[config.mk]
export PLATFORM = sky130hd
export DESIGN_NAME = pmic_power_state_reset_control
export DESIGN_NICKNAME = d
export VERILOG_FILES = /design/src/logic/pmic_pkg.sv /design/src/logic/debounce_if.sv /design/src/logic/button_debounce.sv /design/src/logic/pmic_power_state_reset_control.sv
export SDC_FILE = /design/constraint.sdc
export NUM_CORES = 1
export LEC_CHECK = 0
export BUFFER_PORTS_ARGS = -buffer_cell sky130_fd_sc_hd__buf_2
export CAP_MARGIN = 25
export CORE_MARGIN = 2
export CORE_UTILIZATION = 36
export DETAILED_ROUTE_END_ITERATION = 6
export GPL_TIMING_DRIVEN = 0
export SLEW_MARGIN = 5
export SYNTH_ARGS = -nofsm -noshare
export SYNTH_HDL_FRONTEND = slang
export SYNTH_HIERARCHICAL = 1
export SYNTH_SLANG_ARGS = --single-unit
[constraint.sdc]
create_clock -name clk -period 4.35 [get_ports clk]
set_input_delay 0.6525 -clock clk [delete_from_list [all_inputs] [get_ports clk]]
set_output_delay 0.6525 -clock clk [all_outputs]
set_load 0.005 [all_outputs]
[src/logic/pmic_pkg.sv]
/*
  Shared constants and types of the power-state and reset controller:
  timing figures with derived cycle counts, pin-function codes, pin and
  resource positions, off-source positions and the power-state enum.
  Assumes a 100 MHz system clock.
*/
package pmic_pkg;
  // clock rate
  localparam int CLK_MHZ = 100;
  localparam int CYC_PER_US = CLK_MHZ;
  localparam int US_PER_MS = 1000;

  // button debounce periods per select code
  localparam int DEB0_MS = 15;
  localparam int DEB1_MS = 100;
  localparam int DEB2_MS = 500;
  localparam int DEB3_MS = 1000;
  localparam int DEB0_CYC = DEB0_MS * US_PER_MS * CYC_PER_US;
  localparam int DEB1_CYC = DEB1_MS * US_PER_MS * CYC_PER_US;
  localparam int DEB2_CYC = DEB2_MS * US_PER_MS * CYC_PER_US;
  localparam int DEB3_CYC = DEB3_MS * US_PER_MS * CYC_PER_US;

  // switch-off delays per code; code 0 is no delay
  localparam int DLY1_MS = 1;
  localparam int DLY2_MS = 2;
  localparam int DLY3_MS = 4;
  localparam int DLY1_CYC = DLY1_MS * US_PER_MS * CYC_PER_US;
  localparam int DLY2_CYC = DLY2_MS * US_PER_MS * CYC_PER_US;
  localparam int DLY3_CYC = DLY3_MS * US_PER_MS * CYC_PER_US;

  // spacing between two sequenced resources
  localparam int SEQ_STEP_US = 550;
  localparam int SEQ_STEP_CYC = SEQ_STEP_US * CYC_PER_US;

  // pin-function codes
  localparam logic [1:0] FUNC_GPIO = 2'h0;
  localparam logic [1:0] FUNC_ALT = 2'h1;
  localparam logic [1:0] FUNC_HOLD = 2'h2;

  // pins carrying alternative functions
  localparam int PIN_REGEN_B = 2;
  localparam int PIN_SYSEN_A = 4;
  localparam int PIN_SYSEN_B = 6;
  localparam int PIN_HOLD = 7;
  localparam int NUM_PINS = 8;

  // resource positions in the enable vector (also sequence order)
  localparam int RES_SYSEN_A = 4;
  localparam int RES_SYSEN_B = 5;
  localparam int RES_REGEN_A = 6;
  localparam int RES_REGEN_B = 7;
  localparam int MIN_RES = 8;

  // off-source positions
  localparam int SRC_LONG_PRESS = 0;
  localparam int SRC_POWER_DOWN = 1;
  localparam int SRC_WATCHDOG = 2;
  localparam int SRC_THERMAL = 3;
  localparam int SRC_RESET_IN = 4;
  localparam int SRC_SW_RESET = 5;
  localparam int SRC_SUPPLY_LOW = 6;
  localparam int SRC_CONVERTER = 7;
  localparam int NUM_SRC = 8;

  // fixed encodings and reset values
  localparam logic CTRL_I2C = 1'b0;
  localparam logic DRIVE_PUSH_PULL = 1'b0;
  localparam logic [6:0] PAGE_ADDR_DEF = 7'h12;
  localparam logic HOLD_RST = 1'b0;
  localparam logic [1:0] DEB_SEL_RST = 2'h0;

  typedef enum logic [2:0] {
    ST_BACKUP,
    ST_OFF,
    ST_UP,
    ST_ACTIVE,
    ST_SLEEP,
    ST_DELAY,
    ST_DOWN
  } pwr_state_t;
endpackage : pmic_pkg

[src/logic/debounce_if.sv]
/*
  Carrier between the controller and its button debouncer.
  Assumes both ends run on the same clock.
*/
`timescale 1ns/1ps
interface debounce_if #(parameter int CW = 28);
  logic rawPressed;
  logic [CW-1:0] stableCycles;
  logic pressed;
  logic pressPulse;
  modport ctrl (output rawPressed, output stableCycles, input pressed, input pressPulse);
  modport filt (input rawPressed, input stableCycles, output pressed, output pressPulse);
endinterface : debounce_if

[src/logic/button_debounce.sv]
/*
  Button debouncer: the level changes only after the raw input has held
  its new value for the requested number of cycles.
  Assumes a raw input already synchronous to clk.
*/
`timescale 1ns/1ps
module button_debounce (
  // clock and control
  input wire logic clk,
  input wire logic sys_rst,
  input wire logic clkEn,
  // filter side
  debounce_if.filt dbi
);
  localparam int CW = $bits(dbi.stableCycles);

  logic [CW-1:0] cnt_r, cnt_nxt;
  logic level_r, level_nxt;
  logic pulse_r, pulse_nxt;

  always_comb begin
    cnt_nxt = '0;
    level_nxt = level_r;
    pulse_nxt = 1'b0;
    // a glitch shorter than the period restarts the count
    if (dbi.rawPressed != level_r) begin
      if (cnt_r + 1'b1 >= dbi.stableCycles) begin
        level_nxt = dbi.rawPressed;
        pulse_nxt = dbi.rawPressed;
      end else begin
        cnt_nxt = cnt_r + 1'b1;
      end
    end
  end

  always_ff @(posedge clk) begin
    if (sys_rst) begin
      cnt_r <= '0;
      level_r <= 1'b0;
      pulse_r <= 1'b0;
    end else if (clkEn) begin
      cnt_r <= cnt_nxt;
      level_r <= level_nxt;
      pulse_r <= pulse_nxt;
    end
  end

  assign dbi.pressed = level_r;
  assign dbi.pressPulse = pulse_r;
endmodule : button_debounce

[src/logic/pmic_power_state_reset_control.sv]
/*
  Power-state and reset request controller: pin muxing and pulls, pin
  polarities, button debounce, control-port and page-address selection,
  start-up options, off-source reset and restart selection, and the
  power-up and power-down sequencing and the single-step sleep switching of the enable outputs.
  Assumes all inputs synchronous to clk and configuration held steady.
*/
`timescale 1ns/1ps
module pmic_power_state_reset_control #(
  parameter int NUM_RES = 8,
  parameter int SEQ_STEP_CYC = pmic_pkg::SEQ_STEP_CYC,
  parameter int DEB0_CYC = pmic_pkg::DEB0_CYC,
  parameter int DEB1_CYC = pmic_pkg::DEB1_CYC,
  parameter int DEB2_CYC = pmic_pkg::DEB2_CYC,
  parameter int DEB3_CYC = pmic_pkg::DEB3_CYC,
  parameter int DLY1_CYC = pmic_pkg::DLY1_CYC,
  parameter int DLY2_CYC = pmic_pkg::DLY2_CYC,
  parameter int DLY3_CYC = pmic_pkg::DLY3_CYC,
  parameter logic [6:0] PAGE_ADDR_ALT = 7'h13
) (
  // clock and control
  input wire logic clk,
  input wire logic sys_rst,
  input wire logic clkEn,
  // pin configuration
  input wire logic [15:0] gpioFuncSel,
  input wire logic [7:0] pullUpCfg,
  input wire logic [7:0] pullDownCfg,
  input wire logic [7:0] gpioDataOut,
  input wire logic [7:0] gpioDirOut,
  input wire logic [1:0] enableOutDriveSelect,
  // pins
  input wire logic [7:0] gpioIn,
  output logic [7:0] gpioOut,
  output logic [7:0] gpioOeN,
  output logic [7:0] gpioPullUpEn,
  output logic [7:0] gpioPullDownEn,
  output logic regEnAOut,
  output logic regEnAOeN,
  // request pins and sources
  input wire logic powerButtonPinN,
  input wire logic powerDownPin,
  input wire logic resetInPin,
  input wire logic sleepRequestPinN,
  input wire logic onRequest,
  input wire logic longButtonPress,
  input wire logic watchdogExpiry,
  input wire logic thermalShutdown,
  input wire logic softwareResetBit,
  input wire logic supplyLow,
  input wire logic converterShutdown,
  input wire logic oscStable,
  // option configuration
  input wire logic powerDownPolarity,
  input wire logic resetInPolarity,
  input wire logic [1:0] buttonDebounceSelect,
  input wire logic ctrlPortSel,
  input wire logic pageAddressSelect,
  input wire logic gateResetOut,
  input wire logic autoHoldOn,
  input wire logic [1:0] switchOffDelay,
  input wire logic [7:0] hwResetSelect,
  input wire logic [7:0] coldResetSelect,
  input wire logic [NUM_RES-1:0] upSeqMask,
  input wire logic [NUM_RES-1:0] sleepAssign,
  input wire logic sleepMasked,
  input wire logic holdSetReq,
  input wire logic holdClrReq,
  // status
  output logic [NUM_RES-1:0] resourceEn,
  output pmic_pkg::pwr_state_t powerState,
  output logic deviceHoldBit,
  output logic resetOutN,
  output logic hwDomainRst,
  output logic swoDomainRst,
  output logic i2cSelected,
  output logic [6:0] pageAddress,
  output logic buttonPressed
);
  localparam int IW = $clog2(NUM_RES);

  generate
    if (NUM_RES < pmic_pkg::MIN_RES) begin : g_bad_res
      $error("NUM_RES too small for the enable outputs");
    end
  endgenerate

  function automatic logic [31:0] delay_cycles(input logic [1:0] code);
    case (code)
      2'h1: delay_cycles = 32'(DLY1_CYC);
      2'h2: delay_cycles = 32'(DLY2_CYC);
      2'h3: delay_cycles = 32'(DLY3_CYC);
      default: delay_cycles = 32'h0;
    endcase
  endfunction : delay_cycles

  // returns {out, oeN}; open drain only pulls low
  function automatic logic [1:0] drive(input logic level, input logic od);
    drive = od ? {1'b0, level} : {level, 1'b0};
  endfunction : drive

  // button debounce
  debounce_if #(.CW(28)) dbi ();
  logic [27:0] debCycles;
  always_comb begin
    case (buttonDebounceSelect)
      2'h1: debCycles = 28'(DEB1_CYC);
      2'h2: debCycles = 28'(DEB2_CYC);
      2'h3: debCycles = 28'(DEB3_CYC);
      default: debCycles = 28'(DEB0_CYC);
    endcase
  end
  assign dbi.rawPressed = ~powerButtonPinN;
  assign dbi.stableCycles = debCycles;
  button_debounce u_deb (
    .clk(clk),
    .sys_rst(sys_rst),
    .clkEn(clkEn),
    .dbi(dbi)
  );

  // off sources
  logic holdActive;
  logic [7:0] offSrc;
  always_comb begin
    offSrc = '0;
    offSrc[pmic_pkg::SRC_LONG_PRESS] = longButtonPress;
    offSrc[pmic_pkg::SRC_POWER_DOWN] = powerDownPolarity ? ~powerDownPin : powerDownPin;
    offSrc[pmic_pkg::SRC_WATCHDOG] = watchdogExpiry;
    offSrc[pmic_pkg::SRC_THERMAL] = thermalShutdown;
    offSrc[pmic_pkg::SRC_RESET_IN] = resetInPolarity ? resetInPin : ~resetInPin;
    offSrc[pmic_pkg::SRC_SW_RESET] = softwareResetBit;
    offSrc[pmic_pkg::SRC_SUPPLY_LOW] = supplyLow;
    offSrc[pmic_pkg::SRC_CONVERTER] = converterShutdown;
  end

  // power state group
  pmic_pkg::pwr_state_t state_r, state_nxt;
  logic [IW-1:0] idx_r, idx_nxt;
  logic [31:0] cnt_r, cnt_nxt;
  logic [NUM_RES-1:0] resEn_r, resEn_nxt;
  logic hwKind_r, hwKind_nxt;
  logic cold_r, cold_nxt;
  logic hold_r, hold_nxt;
  logic hardware_reset_r, hardware_reset_nxt;
  logic switch_off_reset_r, switch_off_reset_nxt;
  logic rstOutN_r, rstOutN_nxt;
  logic onReq, offReq, sleepWanted, lastIdx, firstIdx;

  always_comb begin
    state_nxt = state_r;
    idx_nxt = idx_r;
    cnt_nxt = cnt_r;
    resEn_nxt = resEn_r;
    hwKind_nxt = hwKind_r;
    cold_nxt = cold_r;
    hold_nxt = hold_r;
    hardware_reset_nxt = 1'b0;
    switch_off_reset_nxt = 1'b0;
    onReq = dbi.pressPulse | onRequest | holdActive;
    // losing both hold terms also switches the device off
    offReq = (|offSrc) | ~(hold_r | holdActive);
    // sleep only with assigned, unmasked resources
    sleepWanted = (|sleepAssign) & ~sleepMasked & ~sleepRequestPinN;
    lastIdx = (idx_r == IW'(NUM_RES - 1));
    firstIdx = (idx_r == '0);
    if (holdClrReq) begin
      hold_nxt = 1'b0;
    end
    if (holdSetReq) begin
      hold_nxt = 1'b1;
    end
    case (state_r)
      pmic_pkg::ST_BACKUP: begin
        if (!supplyLow) begin
          state_nxt = pmic_pkg::ST_OFF;
        end
      end
      pmic_pkg::ST_OFF: begin
        // restart unless gated by low supply
        if (supplyLow) begin
          state_nxt = pmic_pkg::ST_BACKUP;
        end else if (onReq || cold_r) begin
          state_nxt = pmic_pkg::ST_UP;
          idx_nxt = '0;
          cnt_nxt = '0;
          cold_nxt = 1'b0;
        end
      end
      pmic_pkg::ST_UP: begin
        if (supplyLow) begin
          state_nxt = pmic_pkg::ST_BACKUP;
          resEn_nxt = '0;
        end else if (!upSeqMask[idx_r] || cnt_r + 32'h1 >= 32'(SEQ_STEP_CYC)) begin
          resEn_nxt[idx_r] = upSeqMask[idx_r];
          cnt_nxt = '0;
          idx_nxt = idx_r + 1'b1;
          if (lastIdx) begin
            state_nxt = pmic_pkg::ST_ACTIVE;
            if (autoHoldOn) begin
              hold_nxt = 1'b1;
            end
          end
        end else begin
          cnt_nxt = cnt_r + 32'h1;
        end
      end
      pmic_pkg::ST_ACTIVE, pmic_pkg::ST_SLEEP: begin
        if (supplyLow) begin
          state_nxt = pmic_pkg::ST_BACKUP;
          resEn_nxt = '0;
          hardware_reset_nxt = hwResetSelect[pmic_pkg::SRC_SUPPLY_LOW];
          switch_off_reset_nxt = 1'b1;
          // set request still wins over the clear
          hold_nxt = pmic_pkg::HOLD_RST | holdSetReq;
        end else if (offReq) begin
          // hardware or switch-off reset per source
          hwKind_nxt = |(offSrc & hwResetSelect);
          // shutdown or cold reset per source
          cold_nxt = |(offSrc & coldResetSelect);
          cnt_nxt = '0;
          idx_nxt = IW'(NUM_RES - 1);
          if (state_r == pmic_pkg::ST_ACTIVE && switchOffDelay != 2'h0) begin
            state_nxt = pmic_pkg::ST_DELAY;
          end else begin
            state_nxt = pmic_pkg::ST_DOWN;
          end
        end else if (state_r == pmic_pkg::ST_ACTIVE && sleepWanted) begin
          state_nxt = pmic_pkg::ST_SLEEP;
          resEn_nxt = resEn_r & ~sleepAssign;
        end else if (state_r == pmic_pkg::ST_SLEEP && !sleepWanted) begin
          state_nxt = pmic_pkg::ST_ACTIVE;
          resEn_nxt = resEn_r | (sleepAssign & upSeqMask);
        end
      end
      pmic_pkg::ST_DELAY: begin
        if (supplyLow) begin
          state_nxt = pmic_pkg::ST_BACKUP;
          resEn_nxt = '0;
          hardware_reset_nxt = hwResetSelect[pmic_pkg::SRC_SUPPLY_LOW];
          switch_off_reset_nxt = 1'b1;
          hold_nxt = pmic_pkg::HOLD_RST | holdSetReq;
        end else if (cnt_r + 32'h1 >= delay_cycles(switchOffDelay)) begin
          state_nxt = pmic_pkg::ST_DOWN;
          cnt_nxt = '0;
        end else begin
          cnt_nxt = cnt_r + 32'h1;
        end
      end
      pmic_pkg::ST_DOWN: begin
        if (!resEn_r[idx_r] || cnt_r + 32'h1 >= 32'(SEQ_STEP_CYC)) begin
          resEn_nxt[idx_r] = 1'b0;
          cnt_nxt = '0;
          idx_nxt = idx_r - 1'b1;
          if (firstIdx) begin
            state_nxt = pmic_pkg::ST_OFF;
            hardware_reset_nxt = hwKind_r;
            switch_off_reset_nxt = 1'b1;
            // shutdown leaves cold clear and stays off
            hold_nxt = holdSetReq;
          end
        end else begin
          cnt_nxt = cnt_r + 32'h1;
        end
      end
      default: begin
        state_nxt = pmic_pkg::ST_BACKUP;
      end
    endcase
    rstOutN_nxt = (state_nxt == pmic_pkg::ST_ACTIVE || state_nxt == pmic_pkg::ST_SLEEP)
                  && (!gateResetOut || oscStable);
  end

  always_ff @(posedge clk) begin
    if (sys_rst) begin
      state_r <= pmic_pkg::ST_BACKUP;
      idx_r <= '0;
      cnt_r <= '0;
      resEn_r <= '0;
      hwKind_r <= 1'b0;
      cold_r <= 1'b0;
      hold_r <= pmic_pkg::HOLD_RST;
      hardware_reset_r <= 1'b0;
      switch_off_reset_r <= 1'b0;
      rstOutN_r <= 1'b0;
    end else if (clkEn) begin
      state_r <= state_nxt;
      idx_r <= idx_nxt;
      cnt_r <= cnt_nxt;
      resEn_r <= resEn_nxt;
      hwKind_r <= hwKind_nxt;
      cold_r <= cold_nxt;
      hold_r <= hold_nxt;
      hardware_reset_r <= hardware_reset_nxt;
      switch_off_reset_r <= switch_off_reset_nxt;
      rstOutN_r <= rstOutN_nxt;
    end
  end

  // pad group
  logic [7:0] gOut_r, gOut_nxt, gOeN_r, gOeN_nxt, pu_r, pu_nxt, pd_r, pd_nxt;
  logic [1:0] regA_r, regA_nxt;
  logic i2c_r, i2c_nxt;
  logic [6:0] page_r, page_nxt;

  always_comb begin
    logic [1:0] fn;
    logic [1:0] drv;
    fn = 2'h0;
    drv = 2'h0;
    gOut_nxt = '0;
    gOeN_nxt = '1;
    pu_nxt = '0;
    pd_nxt = '0;
    for (int i = 0; i < pmic_pkg::NUM_PINS; i++) begin
      fn = gpioFuncSel[2*i +: 2];
      if (fn == pmic_pkg::FUNC_GPIO) begin
        gOut_nxt[i] = gpioDataOut[i];
        gOeN_nxt[i] = ~gpioDirOut[i];
        pu_nxt[i] = pullUpCfg[i];
        pd_nxt[i] = pullDownCfg[i];
      end else if (fn == pmic_pkg::FUNC_ALT) begin
        if (i == pmic_pkg::PIN_REGEN_B) begin
          drv = drive(resEn_r[pmic_pkg::RES_REGEN_B], enableOutDriveSelect[1]);
          gOut_nxt[i] = drv[1];
          gOeN_nxt[i] = drv[0];
        end else if (i == pmic_pkg::PIN_SYSEN_A) begin
          gOut_nxt[i] = resEn_r[pmic_pkg::RES_SYSEN_A];
          gOeN_nxt[i] = 1'b0;
        end else if (i == pmic_pkg::PIN_SYSEN_B) begin
          gOut_nxt[i] = resEn_r[pmic_pkg::RES_SYSEN_B];
          gOeN_nxt[i] = 1'b0;
        end
      end
    end
    regA_nxt = drive(resEn_r[pmic_pkg::RES_REGEN_A], enableOutDriveSelect[0]);
    i2c_nxt = (ctrlPortSel == pmic_pkg::CTRL_I2C);
    page_nxt = pageAddressSelect ? PAGE_ADDR_ALT : pmic_pkg::PAGE_ADDR_DEF;
  end

  // hold input read straight from the pad; pads are synchronous
  assign holdActive = (gpioFuncSel[2*pmic_pkg::PIN_HOLD +: 2] == pmic_pkg::FUNC_HOLD)
                      & gpioIn[pmic_pkg::PIN_HOLD];

  always_ff @(posedge clk) begin
    if (sys_rst) begin
      gOut_r <= '0;
      gOeN_r <= '1;
      pu_r <= '0;
      pd_r <= '0;
      regA_r <= {1'b0, pmic_pkg::DRIVE_PUSH_PULL};
      i2c_r <= 1'b1;
      page_r <= pmic_pkg::PAGE_ADDR_DEF;
    end else if (clkEn) begin
      gOut_r <= gOut_nxt;
      gOeN_r <= gOeN_nxt;
      pu_r <= pu_nxt;
      pd_r <= pd_nxt;
      regA_r <= regA_nxt;
      i2c_r <= i2c_nxt;
      page_r <= page_nxt;
    end
  end

  assign gpioOut = gOut_r;
  assign gpioOeN = gOeN_r;
  assign gpioPullUpEn = pu_r;
  assign gpioPullDownEn = pd_r;
  assign regEnAOut = regA_r[1];
  assign regEnAOeN = regA_r[0];
  assign resourceEn = resEn_r;
  assign powerState = state_r;
  assign deviceHoldBit = hold_r;
  assign resetOutN = rstOutN_r;
  assign hwDomainRst = hardware_reset_r;
  assign swoDomainRst = switch_off_reset_r;
  assign i2cSelected = i2c_r;
  assign pageAddress = page_r;
  assign buttonPressed = dbi.pressed;
endmodule : pmic_power_state_reset_control

# [After elaboration in Yosys (flattened, before gate mapping)]
# Index checks and enable logic that the tools add are counted.
[totals] reg_bits=124 inputBits=118 elab_cells=257 out_inout_bits=58
[op_classes] n_reduce_logical=41 bitwise_logic=31 order_cmp=5 n_mux=124 eq_ne=32 add_sub_neg=4
[op_table] op="2-to-1 mux 32 bit" count=11
[op_table] op="case mux 32 bit (5 select lines)" count=1
[op_table] op="case mux 27 bit (3 select lines)" count=1
[op_table] op="2-to-1 mux 1 bit" count=65
[op_table] op="2-to-1 mux 8 bit" count=8
[op_table] op="2-to-1 mux 3 bit" count=21
[op_table] op="case mux 19 bit (3 select lines)" count=1
[op_table] op="2-to-1 mux 28 bit" count=2
[op_table] op="AND 8 bit" count=5
[op_table] op="adder 32 x 1 -> 32 bit, second input constant" count=1
[op_table] op=">= comparator 32 x 16 -> 1 bit, second input constant" count=1
[op_table] op=">= comparator 32 bit" count=1
[op_table] op="case mux 8 bit (4 select lines)" count=1
[op_table] op="OR reduction 8 bit" count=4
[op_table] op="adder 28 x 1 -> 28 bit, second input constant" count=1
[op_table] op=">= comparator 28 x 27 -> 1 bit" count=1
[op_table] op="!= test 2 bit, second input constant" count=9
[op_table] op="case mux 3 bit (6 select lines)" count=1
[op_table] op="logical NOT 2 bit" count=8
[op_table] op="inverter 1 bit" count=16
[op_table] op="inverter 8 bit" count=2
[op_table] op="equality test 3 bit, second input constant" count=5
[op_table] op="case mux 3 bit (4 select lines)" count=1
[op_table] op="equality test 2 x 1 -> 1 bit, second input constant" count=5
[op_table] op="34 further kinds" count=65

# [Longest topological paths before layout]
[depth] depth_word=13 depth_mapped=18 mapped_depth_nobuf=15

# [Hierarchy]
# The synthesis kept the hierarchy.
[modules_own_cells] mod="pmic_power_state_reset_control" area_per_inst_um2=6175.9 cells_per_inst=804 n_inst=1
[modules_own_cells] mod="button_debounce" area_per_inst_um2=2162.1 cells_per_inst=258 n_inst=1

# [Worst setup path after synthesis]
# Ideal clock, no wire load.
[synth_path] path_type="reg2reg" from="register u_deb.cnt_r[0]" to="register u_deb.cnt_r[23]" required_time_ns=4.233 stages_incl_launch_ff=16 synth_period_minus_slack_ns=3.569 slack_ns=0.781 arrival_time_ns=3.452 path_cell_list="dfxtp_1 -> and3_1 -> or3b_1 -> buf_2 -> or3_4 -> nor3_2 -> xor2_1 -> ha_1 -> nand4_1 -> nor4_1 -> nand2_1 -> a2bb2oi_1 -> and3_1 -> clkbuf_1 -> buf_2 -> a22o_1"
[synth_between] elab_chain_len=4
[synth_lines] element="from (decl)" line="button_debounce.sv:17" source="logic [CW-1:0] cnt_r, cnt_nxt;"
[synth_lines] element="from (signal assigned)" line="button_debounce.sv:42" source="cnt_r <= cnt_nxt;"
[synth_lines] element="adder 28 x 1 -> 28 bit *" line="button_debounce.sv:27, button_debounce.sv:31"
[synth_lines] element=">= comparator 28 x 27 -> 1 bit" line="button_debounce.sv:27" source="if (cnt_r + 1'b1 >= dbi.stableCycles) begin"
[synth_lines] element="2-to-1 mux 28 bit *" line="button_debounce.sv:27"
[synth_lines] element="2-to-1 mux 28 bit *" line="button_debounce.sv:26" source="if (dbi.rawPressed != level_r) begin"
# Every way passes the cells marked *; elsewhere a longest branch is shown, timed or not.
# A chain may end at the register's enable or synchronous reset.

==> flow_summary_export.csv <==
group,metric,value,unit
power_and_ir_drop,vdd_drop_max,0.213,mV
layout,nets,1428,
worst_setup_path,cp-start-kind,"register",
layout,final_cell_mix,"176 x buf_2, 118 x dfxtp_1, 94 x nor2_1",
die,std_cell_rows,55,
sta,tns,0,ps
route,drt_pre_antenna_iters,7,
worst_setup_path,reg2reg_depth,16,
sta,slew_headroom,41.2,%
placed_design,place_area,0.00955,mm2
clock_network,cts_root_buffer,"clkbuf_16",
global_route,gr-total-overflow,0,
power_and_ir_drop,p_total,2.96,mW
worst_setup_path,rr_startpoint,"cnt_r[0]$_SDFFE_PP0P_",
worst_setup_path,worstSetupPathType,"reg2reg",
clock_network,htreeDepth,4,
route,drc,0,
sta,setup_violations,0,
route,ant_nets,0,
clock_network,clock_sinks,118,
die,fp.dieH,156,um
synthesis,ys_warn_count,6,
route,wl_per_cell,17.1,um
worst_setup_path,cpMaxStageDelayCell,"dfxtp_1",
synthesis,ys_seq_area_share,28.3,%
hold_path,min_delay_path_depth,2,
global_route,grt_usage,21.3,%
placed_design,dp.final_hpwl,20400,um
sta,final_max_slew_viol_count,0,
power_and_ir_drop,pwr_density_cell,290,mW/mm2
worst_setup_path,path_cells,"ha_2, nand3_1, buf_2, nor2_2, nand3_1, xnor2_2, ha_1, nand3_1, a2111oi_0, or3b_2, a311oi_2, o31ai_2, nor2_2, a211oi_2, a211oi_1, o21ba_1",
worst_setup_path,startpoint,"cnt_r[0]$_SDFFE_PP0P_",
sta,fmax,242,MHz
clock_network,cts_buffer_depth,2,
sta,hold_viol,0,
synthesis,synth_edf_count,0,
worst_setup_path,cp_common_cell,"nand3_1",
route,wirelength,26500,um
sta,layout_setup_ws,215,ps
die,core_area,0.0227,mm2
power_and_ir_drop,p_leak,4.37,nW
worst_setup_path,crit_end,"cnt_r[16]$_SDFFE_PP0P_",
sta,fin_skew,15.9,ps
power_and_ir_drop,power_switching,0.842,mW
layout,antenna_cells,0,
sta,worst_hold_slack,469,ps
sta,tightest_slew,875,ps
global_route,grt_max_degree,17,
power_and_ir_drop,p_clk_share,48.3,%
synthesis,synthArstFlopShare,0,%
synthesis,synthTopCellsByArea,"dfxtp_1 28%, ha_1 8.1%, nor2_1 4.4%, a21oi_1 4.2%, nand3_1 4.1%",
placed_design,io_buffers,162,
power_and_ir_drop,p_seq_share,38.0,%
global_route,grt_pass1_vias,7640,
layout,layout-drive-gt1-share,20.5,%
layout,fillers,2317,
layout,final_common_cell,"buf_2",
clock_network,post_cts_buffers,0,
synthesis,synth.avg_cell_area,7.85,um2
hold_path,worstHoldPathType,"reg2reg",
synthesis,synth_area,0.00834,mm2
sta,layout_min_cycle_time,4140,ps
placed_design,routabilityCongestion,0.939,
synthesis,syn_inst,1062,
clock_network,cts_made_buffers,17,
global_route,antenna_found_initial,0,
power_and_ir_drop,p_sw_share,28.5,%
die,ios,176,
route,num_vias,8394,
power_and_ir_drop,combPwrFrac,13.7,%
flow_run,maxCapViolations,0,
route,drt-initial-drc-count,681,
placed_design,dp_slack,-193,ps
clock_network,insertion_delay,420,ps
worst_setup_path,critical_path_arrival,4440,ps
worst_setup_path,cpPeakStageDelay,460,ps
worst_setup_path,end_kind,"register",
synthesis,synth_seq_cells,118,
worst_setup_path,cp_max_fo,10,
clock_network,clkTransAtPathRegs,60,ps
status,status,"finished clean",
worst_setup_path,ff2ff_setup_slack,210,ps
layout,multi_input_area,0.00556,mm2
layout,seq_area,0.00236,mm2
sta,min_period_over_period,95.1,%
sta,rsz0062_at_grt,"false",
die,start_util,36.7,%
clock_network,cts_tree,"done",
worst_setup_path,rr_endpoint,"cnt_r[16]$_SDFFE_PP0P_",
synthesis,ys_types,85,
die,die-area,0.0244,mm2
global_route,grt_pass1_wl,41100,um
power_and_ir_drop,intPower,2.12,mW
route,viasPerCell,5.41,
synthesis,synth_ff_type,"dfxtp_1",
die,die_w,156,um
synthesis,synth_area_leader_cell,"dfxtp_1",
synthesis,yosysTopAreaCellShare,28.3,%
layout,syn2layout_area_growth,22.3,%
worst_setup_path,crit_required,4660,ps
layout,design_area,0.0102,mm2
==> worst max-delay path: cells and delay by family, from the launching register on <==
| family | cells | cell delay (ps) |
|---|---|---|
| compound gates | 6 | 1640 |
| xor+xnor | 1 | 190 |
| fa+ha+maj | 2 | 590 |
| buf+inv | 1 | 210 |
| flops | 1 | 460 |
| simple gates | 6 | 930 |
==> cell type report <==
type,count,share of cell area (%)
plain buffers,68,3.05
repair buffers,162,7.95
well taps,285,3.50
flip-flops and latches,118,23.2
clock inverters,13,1.47
multi-input cells,830,54.5
inverters,58,2.13
clock buffers,19,4.24
==> routing by layer <==
metal	vias up	track usage, %	share of wire (%)
li1	4208	-	-
met1	3878	27.9	47
met2	280	36.3	46
met3	28	3.44	5.8
met4	0	5.81	1.5
met5	-	0	0
==> power by group through the flow <==
stage	Clock (mW)	Sequential, mW	Combinational [mW]
after floorplan	0	1.14	0.234
after global placement	0	1.15	0.397
after detailed placement	0	1.15	0.399
after CTS	1.45	1.12	0.402
after global routing	1.50	1.13	0.450
final	1.43	1.12	0.406
==> Yosys cell counts (9+ instances only) <==
cell and instances:
ha_1 54, a211oi_1 16, clkbuf_1 43, mux2i_1 18, nand3_1 68, inv_1 57, nor4_1 19, o21ai_0 31
a21oi_1 70, dfxtp_1 118, nand2b_1 37, and3_1 10, nand3b_1 10, a22o_1 27, nand4_1 16, nor2_1 98
buf_2 14, xnor2_1 34, and2_1 14, a311oi_1 9, nor3_1 17, xor2_1 15, nand2_1 85, or2_2 12
==> timing repair <==
action / 4_1_cts / 5_1_grt
setup endpoints to repair: 14 / 46
pin swaps: 0 / 1
resized for setup: 3 / 11
hold buffers: 0 / 0
==> worst min-delay path by stage <==
stage	start	end
after floorplan	u_deb/cnt_r[23]$_SDFFE_PP0P_	u_deb/cnt_r[23]$_SDFFE_PP0P_
after global placement	gpioOut[0]$_SDFFE_PP0P_	gpioOut[0]$_SDFFE_PP0P_
after detailed placement	gpioOut[0]$_SDFFE_PP0P_	gpioOut[0]$_SDFFE_PP0P_
after CTS	gpioOut[0]$_SDFFE_PP0P_	gpioOut[0]$_SDFFE_PP0P_
after global routing	u_deb/cnt_r[26]$_SDFFE_PP0P_	u_deb/cnt_r[26]$_SDFFE_PP0P_
final	gpioPullDownEn[5]$_SDFFE_PP0P_	gpioPullDownEn[5]$_SDFFE_PP0P_
==> kinds of logic (layout without fill, tap and decap cells) <==
logic type | after synthesis | in the layout | share of synthesized area [%]
other cells | 2 | 15 | 0.0901
xor+xnor | 49 | 49 | 5.15
buf+inv | 127 | 320 | 6.39
flops | 118 | 118 | 28.3
mux | 20 | 20 | 2.57
simple gates | 440 | 440 | 28.0
compound gates | 251 | 251 | 21.1
fa+ha+maj | 55 | 55 | 8.34
==> through the flow <==
step	instances	util, %
6_report	1553	44.9
4_1_cts	1554	44.7
5_1_grt	1553	44.9
2_1_floorplan	1075	-
3_5_place_dp	1522	42.1
3_3_place_gp	1522	42.1
==> sequential cells by signal (all words and copies together) (netlist names) <==
register              flops
gpioOut                   8
hwDomainRst               1
resetOutN                 1
cold_r                    1
idx_r                     3
gpioPullDownEn            8
hwKind_r                  1
u_deb/dbi.pressed         1
deviceHoldBit             1
u_deb/dbi.pressPulse      1
gpioOeN                   8
cnt_r                    32
pageAddress               1
swoDomainRst              1
resourceEn                8
gpioPullUpEn              8
u_deb/cnt_r              28
regA_r                    2
i2cSelected               1
powerState                3
Note: power is estimated with default switching activity, not from simulation.
